**config.mk**
```make
export PLATFORM = sky130hd
export DESIGN_NAME = hac_i2c_control
export DESIGN_NICKNAME = d
export VERILOG_FILES = /design/src/verilog/hac_i2c_control.v
export VERILOG_INCLUDE_DIRS = /design/src /design/src/verilog
export SDC_FILE = /design/constraint.sdc
export NUM_CORES = 1
export LEC_CHECK = 0
export BUFFER_PORTS_ARGS = -buffer_cell sky130_fd_sc_hd__buf_4
export CAP_MARGIN = 10
export CORE_ASPECT_RATIO = 0.6
export CORE_MARGIN = 10
export CORE_UTILIZATION = 61
export CTS_BUF_LIST = sky130_fd_sc_hd__clkbuf_4 sky130_fd_sc_hd__clkbuf_8 sky130_fd_sc_hd__clkbuf_16
export DETAILED_ROUTE_END_ITERATION = 10
export HOLD_SLACK_MARGIN = 0.06
export PLACE_DENSITY = 0.82
export SLEW_MARGIN = 20
export SYNTH_ARGS = -nofsm -noshare
export SYNTH_HDL_FRONTEND = slang
export SYNTH_SLANG_ARGS = --single-unit
export TNS_END_PERCENT = 100
```
**constraint.sdc**
```tcl
create_clock -name clock -period 2.89 [get_ports clock]
set_input_delay 0.289 -clock clock [delete_from_list [all_inputs] [get_ports clock]]
set_output_delay 0.289 -clock clock [all_outputs]
set_load 0.01 [all_outputs]
```
**src/verilog/hac_map.vh**
```
`ifndef HAC_MAP_VH
`define HAC_MAP_VH
`define HAC_DEV_ADDR          7'h60
`define HAC_REG_MODE          1'h0
`define HAC_REG_GAIN          1'h1
`define HAC_SEL_BIT           7
`define HAC_MODE_LEFT_OFF     6
`define HAC_MODE_BIAS_OFF     5
`define HAC_MODE_PUMP_ONLY    4
`define HAC_MODE_UNUSED       3
`define HAC_MODE_MUTE_LEFT    2
`define HAC_MODE_RIGHT_OFF    1
`define HAC_MODE_MUTE_RIGHT   0
`define HAC_GAIN_POWER_DOWN   6
`define HAC_MODE_RESET        7'h00
`define HAC_GAIN_RESET        7'h00
`define HAC_MAX_SCL_KHZ       400
`define HAC_CLK_MHZ           25
`define HAC_MIN_SCL_CYCLES    ((`HAC_CLK_MHZ * 1000) / `HAC_MAX_SCL_KHZ)
`endif
```
**src/verilog/hac_i2c_control.v**
```verilog
`timescale 1ns/10ps
// Overview of operation
// Slave only; the serial clock is an input and never driven.
// Works at serial clock rates up to 400 kHz.
// Master keeps data steady while clock high, except start/stop.
// Master frames every transaction with start and stop.
// Data falling while clock high is a start; address byte follows.
// Every byte is eight bits followed by one acknowledge clock.
// Master sends seven address bits MSB first, then direction bit.
// Only address 1100000 (first byte 0xc0) is answered.
// Read transfers are neither acknowledged nor answered.
// Each bit is sampled on the rising serial clock edge.
// Master releases data during every acknowledge clock.
// Matching address is acknowledged by pulling data low.
// One data byte follows the address and is acknowledged low.
// Master ends with stop: data rises while clock high.
// Bit 7 selects mode or gain register; bits 6..0 are stored.
// Mode bits: left off, bias off, left mute, right mute; bit 3 zero.
// Right-off bit disables right and sums right into left output.
// Pump-only bit disables amplifiers and bias; pump keeps running.
// Pump-only disables both channels whatever the shutdown bits.
// Six-bit gain code maps monotonically; 0 is -96 dB, 1 is -60 dB.
// Address mismatch leaves data released, ignores bits until next start.
// A data byte commits only after it is received and acknowledged.
`include "hac_map.vh"

module hac_i2c_control
(
  input  wire       clock,
  input  wire       rst,
  input  wire       clk_en,
  input  wire       scl_in,
  input  wire       sda_in,
  output wire       sda_out,
  output wire       sda_oe_n,
  output reg  [6:0] channel_mode_reg,
  output reg  [6:0] gain_level_reg,
  output wire       left_channel_on,
  output wire       right_channel_on,
  output wire       bias_on,
  output wire       pump_on,
  output wire       right_into_left,
  output wire       left_muted,
  output wire       right_muted,
  output wire [5:0] gain_code,
  output wire       gain_silent
);

  localparam [2:0] ST_IDLE     = 3'h0;
  localparam [2:0] ST_ADDR     = 3'h1;
  localparam [2:0] ST_ADDR_ACK = 3'h2;
  localparam [2:0] ST_ADDR_HLD = 3'h3;
  localparam [2:0] ST_DATA     = 3'h4;
  localparam [2:0] ST_DATA_ACK = 3'h5;
  localparam [2:0] ST_DATA_HLD = 3'h6;
  localparam [2:0] ST_WAIT     = 3'h7;

  wire [1:0] pin_raw;
  wire [1:0] pin_sync;
  wire [1:0] pin_prev;
  reg  [2:0] state;
  reg  [2:0] bit_cnt;
  reg  [7:0] shift;
  reg        ack_drive;
  reg  [7:0] data_hold;
  reg  [2:0] next_state;
  reg  [2:0] next_bit_cnt;
  reg  [7:0] next_shift;
  reg        next_ack;
  reg  [7:0] next_hold;
  reg  [6:0] next_mode;
  reg  [6:0] next_gain;
  reg        left_on_q;
  reg        right_on_q;
  reg        bias_on_q;
  reg        pump_on_q;
  reg        sum_q;
  reg        left_mute_q;
  reg        right_mute_q;
  reg  [5:0] code_q;
  reg        silent_q;

  function addr_match;
    input [7:0] sh;
    begin
      addr_match = (sh == {`HAC_DEV_ADDR, 1'b0});
    end
  endfunction

  function is_bit_state;
    input [2:0] st;
    begin
      is_bit_state = (st == ST_ADDR) || (st == ST_DATA);
    end
  endfunction

  // Pump-only and global power down override every per-channel switch.
  function chan_on;
    input [6:0] mode;
    input [6:0] gain;
    input       off_bit;
    begin
      chan_on = ~gain[`HAC_GAIN_POWER_DOWN] & ~mode[`HAC_MODE_PUMP_ONLY] & ~off_bit;
    end
  endfunction

  function [6:0] mode_clean;
    input [6:0] bits;
    begin
      mode_clean = bits & ~(7'h01 << `HAC_MODE_UNUSED);
    end
  endfunction

  assign pin_raw = {sda_in, scl_in};

  // Sampling at 25 MHz gives about 62 clocks per 400 kHz bit, far above the sync delay.
  genvar g;
  generate
    for (g = 0; g < 2; g = g + 1)
    begin : gen_sync
      reg stage_a;
      reg stage_b;
      reg stage_c;
      always @(posedge clock)
      begin
        if (rst)
        begin
          stage_a <= 1'b1;
          stage_b <= 1'b1;
          stage_c <= 1'b1;
        end
        else if (clk_en)
        begin
          stage_a <= pin_raw[g];
          stage_b <= stage_a;
          stage_c <= stage_b;
        end
      end
      assign pin_sync[g] = stage_b;
      assign pin_prev[g] = stage_c;
    end
  endgenerate

  wire scl_s      = pin_sync[0];
  wire sda_s      = pin_sync[1];
  wire scl_p      = pin_prev[0];
  wire sda_p      = pin_prev[1];
  wire scl_rise   = scl_s & ~scl_p;
  wire scl_fall   = ~scl_s & scl_p;
  wire start_cond = scl_s & scl_p & sda_p & ~sda_s;
  wire stop_cond  = scl_s & scl_p & ~sda_p & sda_s;

  // Acknowledge is driven from one falling edge to the next, so the master samples it while high.
  always @*
  begin
    next_state   = state;
    next_bit_cnt = bit_cnt;
    next_shift   = shift;
    next_ack     = ack_drive;
    next_hold    = data_hold;
    next_mode    = channel_mode_reg;
    next_gain    = gain_level_reg;
    if (start_cond)
    begin
      next_state   = ST_ADDR;
      next_bit_cnt = 3'h0;
      next_ack     = 1'b0;
    end
    else if (stop_cond)
    begin
      next_state = ST_IDLE;
      next_ack   = 1'b0;
    end
    else
    begin
      if (is_bit_state(state) && scl_rise)
      begin
        next_shift   = {shift[6:0], sda_s};
        next_bit_cnt = bit_cnt + 3'h1;
      end
      case (state)
        ST_ADDR:
        begin
          if (scl_rise && bit_cnt == 3'h7)
          begin
            next_state = ST_ADDR_ACK;
          end
        end
        ST_DATA:
        begin
          if (scl_rise && bit_cnt == 3'h7)
          begin
            next_state = ST_DATA_ACK;
          end
        end
        ST_ADDR_ACK:
        begin
          if (scl_fall)
          begin
            if (addr_match(shift))
            begin
              next_ack   = 1'b1;
              next_state = ST_ADDR_HLD;
            end
            else
            begin
              next_state = ST_WAIT;
            end
          end
        end
        ST_ADDR_HLD:
        begin
          if (scl_fall)
          begin
            next_ack     = 1'b0;
            next_bit_cnt = 3'h0;
            next_state   = ST_DATA;
          end
        end
        ST_DATA_ACK:
        begin
          if (scl_fall)
          begin
            next_ack   = 1'b1;
            next_hold  = shift;
            next_state = ST_DATA_HLD;
          end
        end
        ST_DATA_HLD:
        begin
          if (scl_fall)
          begin
            next_ack   = 1'b0;
            next_state = ST_WAIT;
            if (data_hold[`HAC_SEL_BIT])
            begin
              next_gain = data_hold[6:0];
            end
            else
            begin
              next_mode = mode_clean(data_hold[6:0]);
            end
          end
        end
        ST_WAIT:
        begin
          next_state = ST_WAIT;
        end
        ST_IDLE:
        begin
          next_state = ST_IDLE;
        end
        default:
        begin
          next_state = ST_IDLE;
        end
      endcase
    end
  end

  // Decoded levels are taken from the next register values so they change on the same edge.
  always @(posedge clock)
  begin
    if (rst)
    begin
      state            <= ST_IDLE;
      bit_cnt          <= 3'h0;
      shift            <= 8'h00;
      ack_drive        <= 1'b0;
      data_hold        <= 8'h00;
      channel_mode_reg <= `HAC_MODE_RESET;
      gain_level_reg   <= `HAC_GAIN_RESET;
      left_on_q        <= 1'b1;
      right_on_q       <= 1'b1;
      bias_on_q        <= 1'b1;
      pump_on_q        <= 1'b1;
      sum_q            <= 1'b0;
      left_mute_q      <= 1'b0;
      right_mute_q     <= 1'b0;
      code_q           <= 6'h00;
      silent_q         <= 1'b1;
    end
    else if (clk_en)
    begin
      state            <= next_state;
      bit_cnt          <= next_bit_cnt;
      shift            <= next_shift;
      ack_drive        <= next_ack;
      data_hold        <= next_hold;
      channel_mode_reg <= next_mode;
      gain_level_reg   <= next_gain;
      left_on_q        <= chan_on(next_mode, next_gain, next_mode[`HAC_MODE_LEFT_OFF]);
      right_on_q       <= chan_on(next_mode, next_gain, next_mode[`HAC_MODE_RIGHT_OFF]);
      bias_on_q        <= chan_on(next_mode, next_gain, next_mode[`HAC_MODE_BIAS_OFF]);
      pump_on_q        <= ~next_gain[`HAC_GAIN_POWER_DOWN];
      sum_q            <= chan_on(next_mode, next_gain, next_mode[`HAC_MODE_LEFT_OFF])
                          & next_mode[`HAC_MODE_RIGHT_OFF];
      left_mute_q      <= next_mode[`HAC_MODE_MUTE_LEFT];
      right_mute_q     <= next_mode[`HAC_MODE_MUTE_RIGHT];
      code_q           <= next_gain[5:0];
      silent_q         <= (next_gain[5:0] == 6'h00);
    end
  end

  assign sda_out  = 1'b0;
  assign sda_oe_n = ~ack_drive;

  assign pump_on          = pump_on_q;
  assign bias_on          = bias_on_q;
  assign left_channel_on  = left_on_q;
  assign right_channel_on = right_on_q;
  assign right_into_left  = sum_q;
  assign left_muted       = left_mute_q;
  assign right_muted      = right_mute_q;
  assign gain_code        = code_q;
  assign gain_silent      = silent_q;

endmodule

```
==> results.py <==
metrics = {
    "die": {
        "fp-row-count": 17,
        "die_h_um": 68.47,
        "initial_core_util": 0.6417,
        "core_mm2": 0.003722,
        "die_width_um": 100.8,
        "ios": 35,
        "die-area_mm2": 0.006901,
    },
    "grt": {
        "grt_use_met1": 0.2161,
        "first_global_vias": 1641,
        "grt_pass1_wl_um": 8293,
        "grt_util_met2": 0.2016,
        "grt-ovfl-total": 0,
        "grt_start_max_net_pins": 41,
        "antenna_found_initial": 0,
        "met3_usage": 0.04623,
        "grt_busiest_layer": "met1",
        "track_usage": 0.1481,
    },
    "power": {
        "power_w": 0.001330,
        "p_leak_nw": 1.275,
        "irDropWorstVdd_mv": 0.4186,
        "p_per_area_mw_per_mm2": 499.9,
    },
    "yosys": {
        "synth_cell_type_count": 55,
        "synth_seq_cells": 48,
        "synth_seq_area_share": 0.4023,
        "synthFlopType": "dfxtp_1",
        "async_flop_share": 0,
        "avgSynthCellArea_um2": 9.330,
        "yosysWarnings": 0,
        "synth-edff-count": 0,
        "synth_area_mm2": 0.002389,
        "synth_cells": 256,
    },
    "worst_setup_path": {
        "arrival_ns": 2.17,
        "required_ns": 3.07,
        "worstPathMaxFanout": 13,
        "crit_chain": "and3b_1, nor3b_1, buf_4, mux2i_1, nor2_1",
        "max_stage_delay_ns": 0.59,
        "crit_buf_inv": 1,
        "slowest_stage": "dfxtp_1",
        "worst-setup-path-type": "reg -> reg",
        "crit_family": "simple AND/OR/NAND/NOR gates",
        "startpoint_type": "register",
        "end_kind": "register",
    },
    "clock_tree": {
        "cts_tree": "yes",
        "cts_buffers": 5,
        "clk_latency_ns": 0.30,
        "postCtsSetupBuffers": 0,
        "clkSlewWorstSetupHoldPaths_ns": 0.09,
        "ctsHoldBuffers": 0,
        "cts_sinks": 48,
        "htreeDepth": 2,
        "cts-root-buf": "clkbuf_8",
        "clockBufferDepth": 2,
        "cts-resized-gates": 0,
    },
    "timing": {
        "finalSetupViolCount": 0,
        "relSlewSlack": 0.5919,
        "skew_ns": 0.007225,
        "tightest_slew_ns": 0.5967,
        "hold_slack_ns": 0.1996,
        "fmax_mhz": 502.4,
        "fin_crit_ns": 1.990,
        "drv_slew": 0,
        "post-route-period-util": 0.6887,
        "finalSetupTns_ns": 0,
        "hold_viol": 0,
        "grt_setup_unrepaired": "false",
    },
    "place": {
        "dpl-instance-area_mm2": 0.002524,
        "post-place-cells": 309,
        "dp_hpwl_um": 3657,
        "place.gp.congestion": 0.8339,
        "port_buffers": 32,
    },
    "outcome": {
        "status": "complete, no violations",
    },
    "finish": {
        "final_area_mm2": 0.002661,
        "layout-drive-gt1-share": 0.1852,
        "fin_cells": 317,
        "area_delta_synth_final_pct": 11.42,
        "nets": 276,
        "n_antenna_cell": 0,
    },
    "drt": {
        "viasPerCell": 5.789,
        "wl_per_cell_um": 15.97,
        "wl_um": 5061,
        "drc_errors": 0,
        "vias": 1835,
        "ant_nets": 0,
        "drt_iter0_drc": 86,
        "first_pass_iters": 4,
    },
    "flow_run": {
        "maxCapViolCount": 0,
    },
    "min_path": {
        "min_path_type": "in -> reg",
    },
}
placed cells by master (no fill, tap or decap), drive strengths merged, types with 2 or more instances in the layout:
master   instances
xnor2            2
ha               2
mux2i           38
nand2b           3
buf             33
nand3            5
a2111oi          2
o21ai            3
conb             2
nor3b            2
a211o            2
a221o            2
xor2             2
a21oi            3
clkbuf           5
inv              6
and3b            4
nor2b            7
o31a             2
nand2           14
nor3             6
nand3b           2
and3             2
nand4            4
a311o            3
a21o             2
dfxtp           48
o32ai            2
o21a             2
bufinv           2
nor2            41
where the power goes:
part           switching, W  total [W]  internal, W
Combinational     0.0000390  0.0000681    0.0000291
Sequential        0.0000102   0.000680     0.000669
Clock              0.000235   0.000583     0.000348
worst min-delay path: cells and delay by family:
kind                   cells  cell delay [ns]
and+or+nand+nor            1             0.06
muxes                      1             0.05
buffers and inverters      1             0.07
worst paths after layout:
check	slack, ns	cells after the start	endpoint	startpoint
worst max-delay path	0.90	5	data_hold[0]$_SDFFE_PP0P_	state[2]$_SDFFE_PP0P_
worst min-delay path	0.20	3	gen_sync[1].stage_a$_SDFFE_PP1P_	sda_in
worst max register to register	0.90	5	data_hold[0]$_SDFFE_PP0P_	state[2]$_SDFFE_PP0P_
worst min register to register	0.49	2	gen_sync[0].stage_a$_SDFFE_PP1P_	gen_sync[0].stage_a$_SDFFE_PP1P_
cell families after synthesis:
family	after synthesis	share of synthesized area
AND/OR/NAND/NOR	94	0.2006
flip-flops	48	0.4023
multiplexers	38	0.1592
AO/OA/AOI/OAI	36	0.1299
buffers and inverters	33	0.08119
XOR/XNOR	4	0.01467
adder cells (fa/ha/maj)	2	0.01048
other	1	0.001570
Yosys cell counts, types with 4 or more instances:
library cell	number	area [um2]
inv_1	5	18.77
mux2i_1	38	380.4
buf_4	11	82.58
clkbuf_1	9	33.78
nand2_1	14	52.55
nor2_1	41	153.9
buf_2	5	25.02
and3b_1	4	35.03
nor3_1	6	30.03
nand3_1	5	25.02
dfxtp_1	48	960.9
nor2b_1	6	37.54
per-layer routing:
layer | vias up | routed length (um)
met3 | 6 | 341
met4 | 0 | 51
met2 | 40 | 2054
met5 | - | 0
li1 | 917 | -
met1 | 872 | 2613
final cells by class:
type                       count  area, um2
clock buffer                   5      68.82
clock inverter                 3      68.82
fill                         294       1061
inverter                       5      18.77
multi-input combinational    176       1237
sequential                    48      960.9
tap                           47      58.81
timing repair buffer          33      247.7
per-stage QoR:
| stage | worst slack, ns | util |
|---|---|---|
| detailed placement | 0.9779 | 0.6780 |
| global route | 0.7073 | 0.7150 |
| floorplan | 1.401 | - |
| global placement | 0.9946 | 0.6780 |
| finish | 0.8997 | 0.7150 |
| CTS | 0.9144 | 0.7150 |
Power figures use the tool's default switching activity.
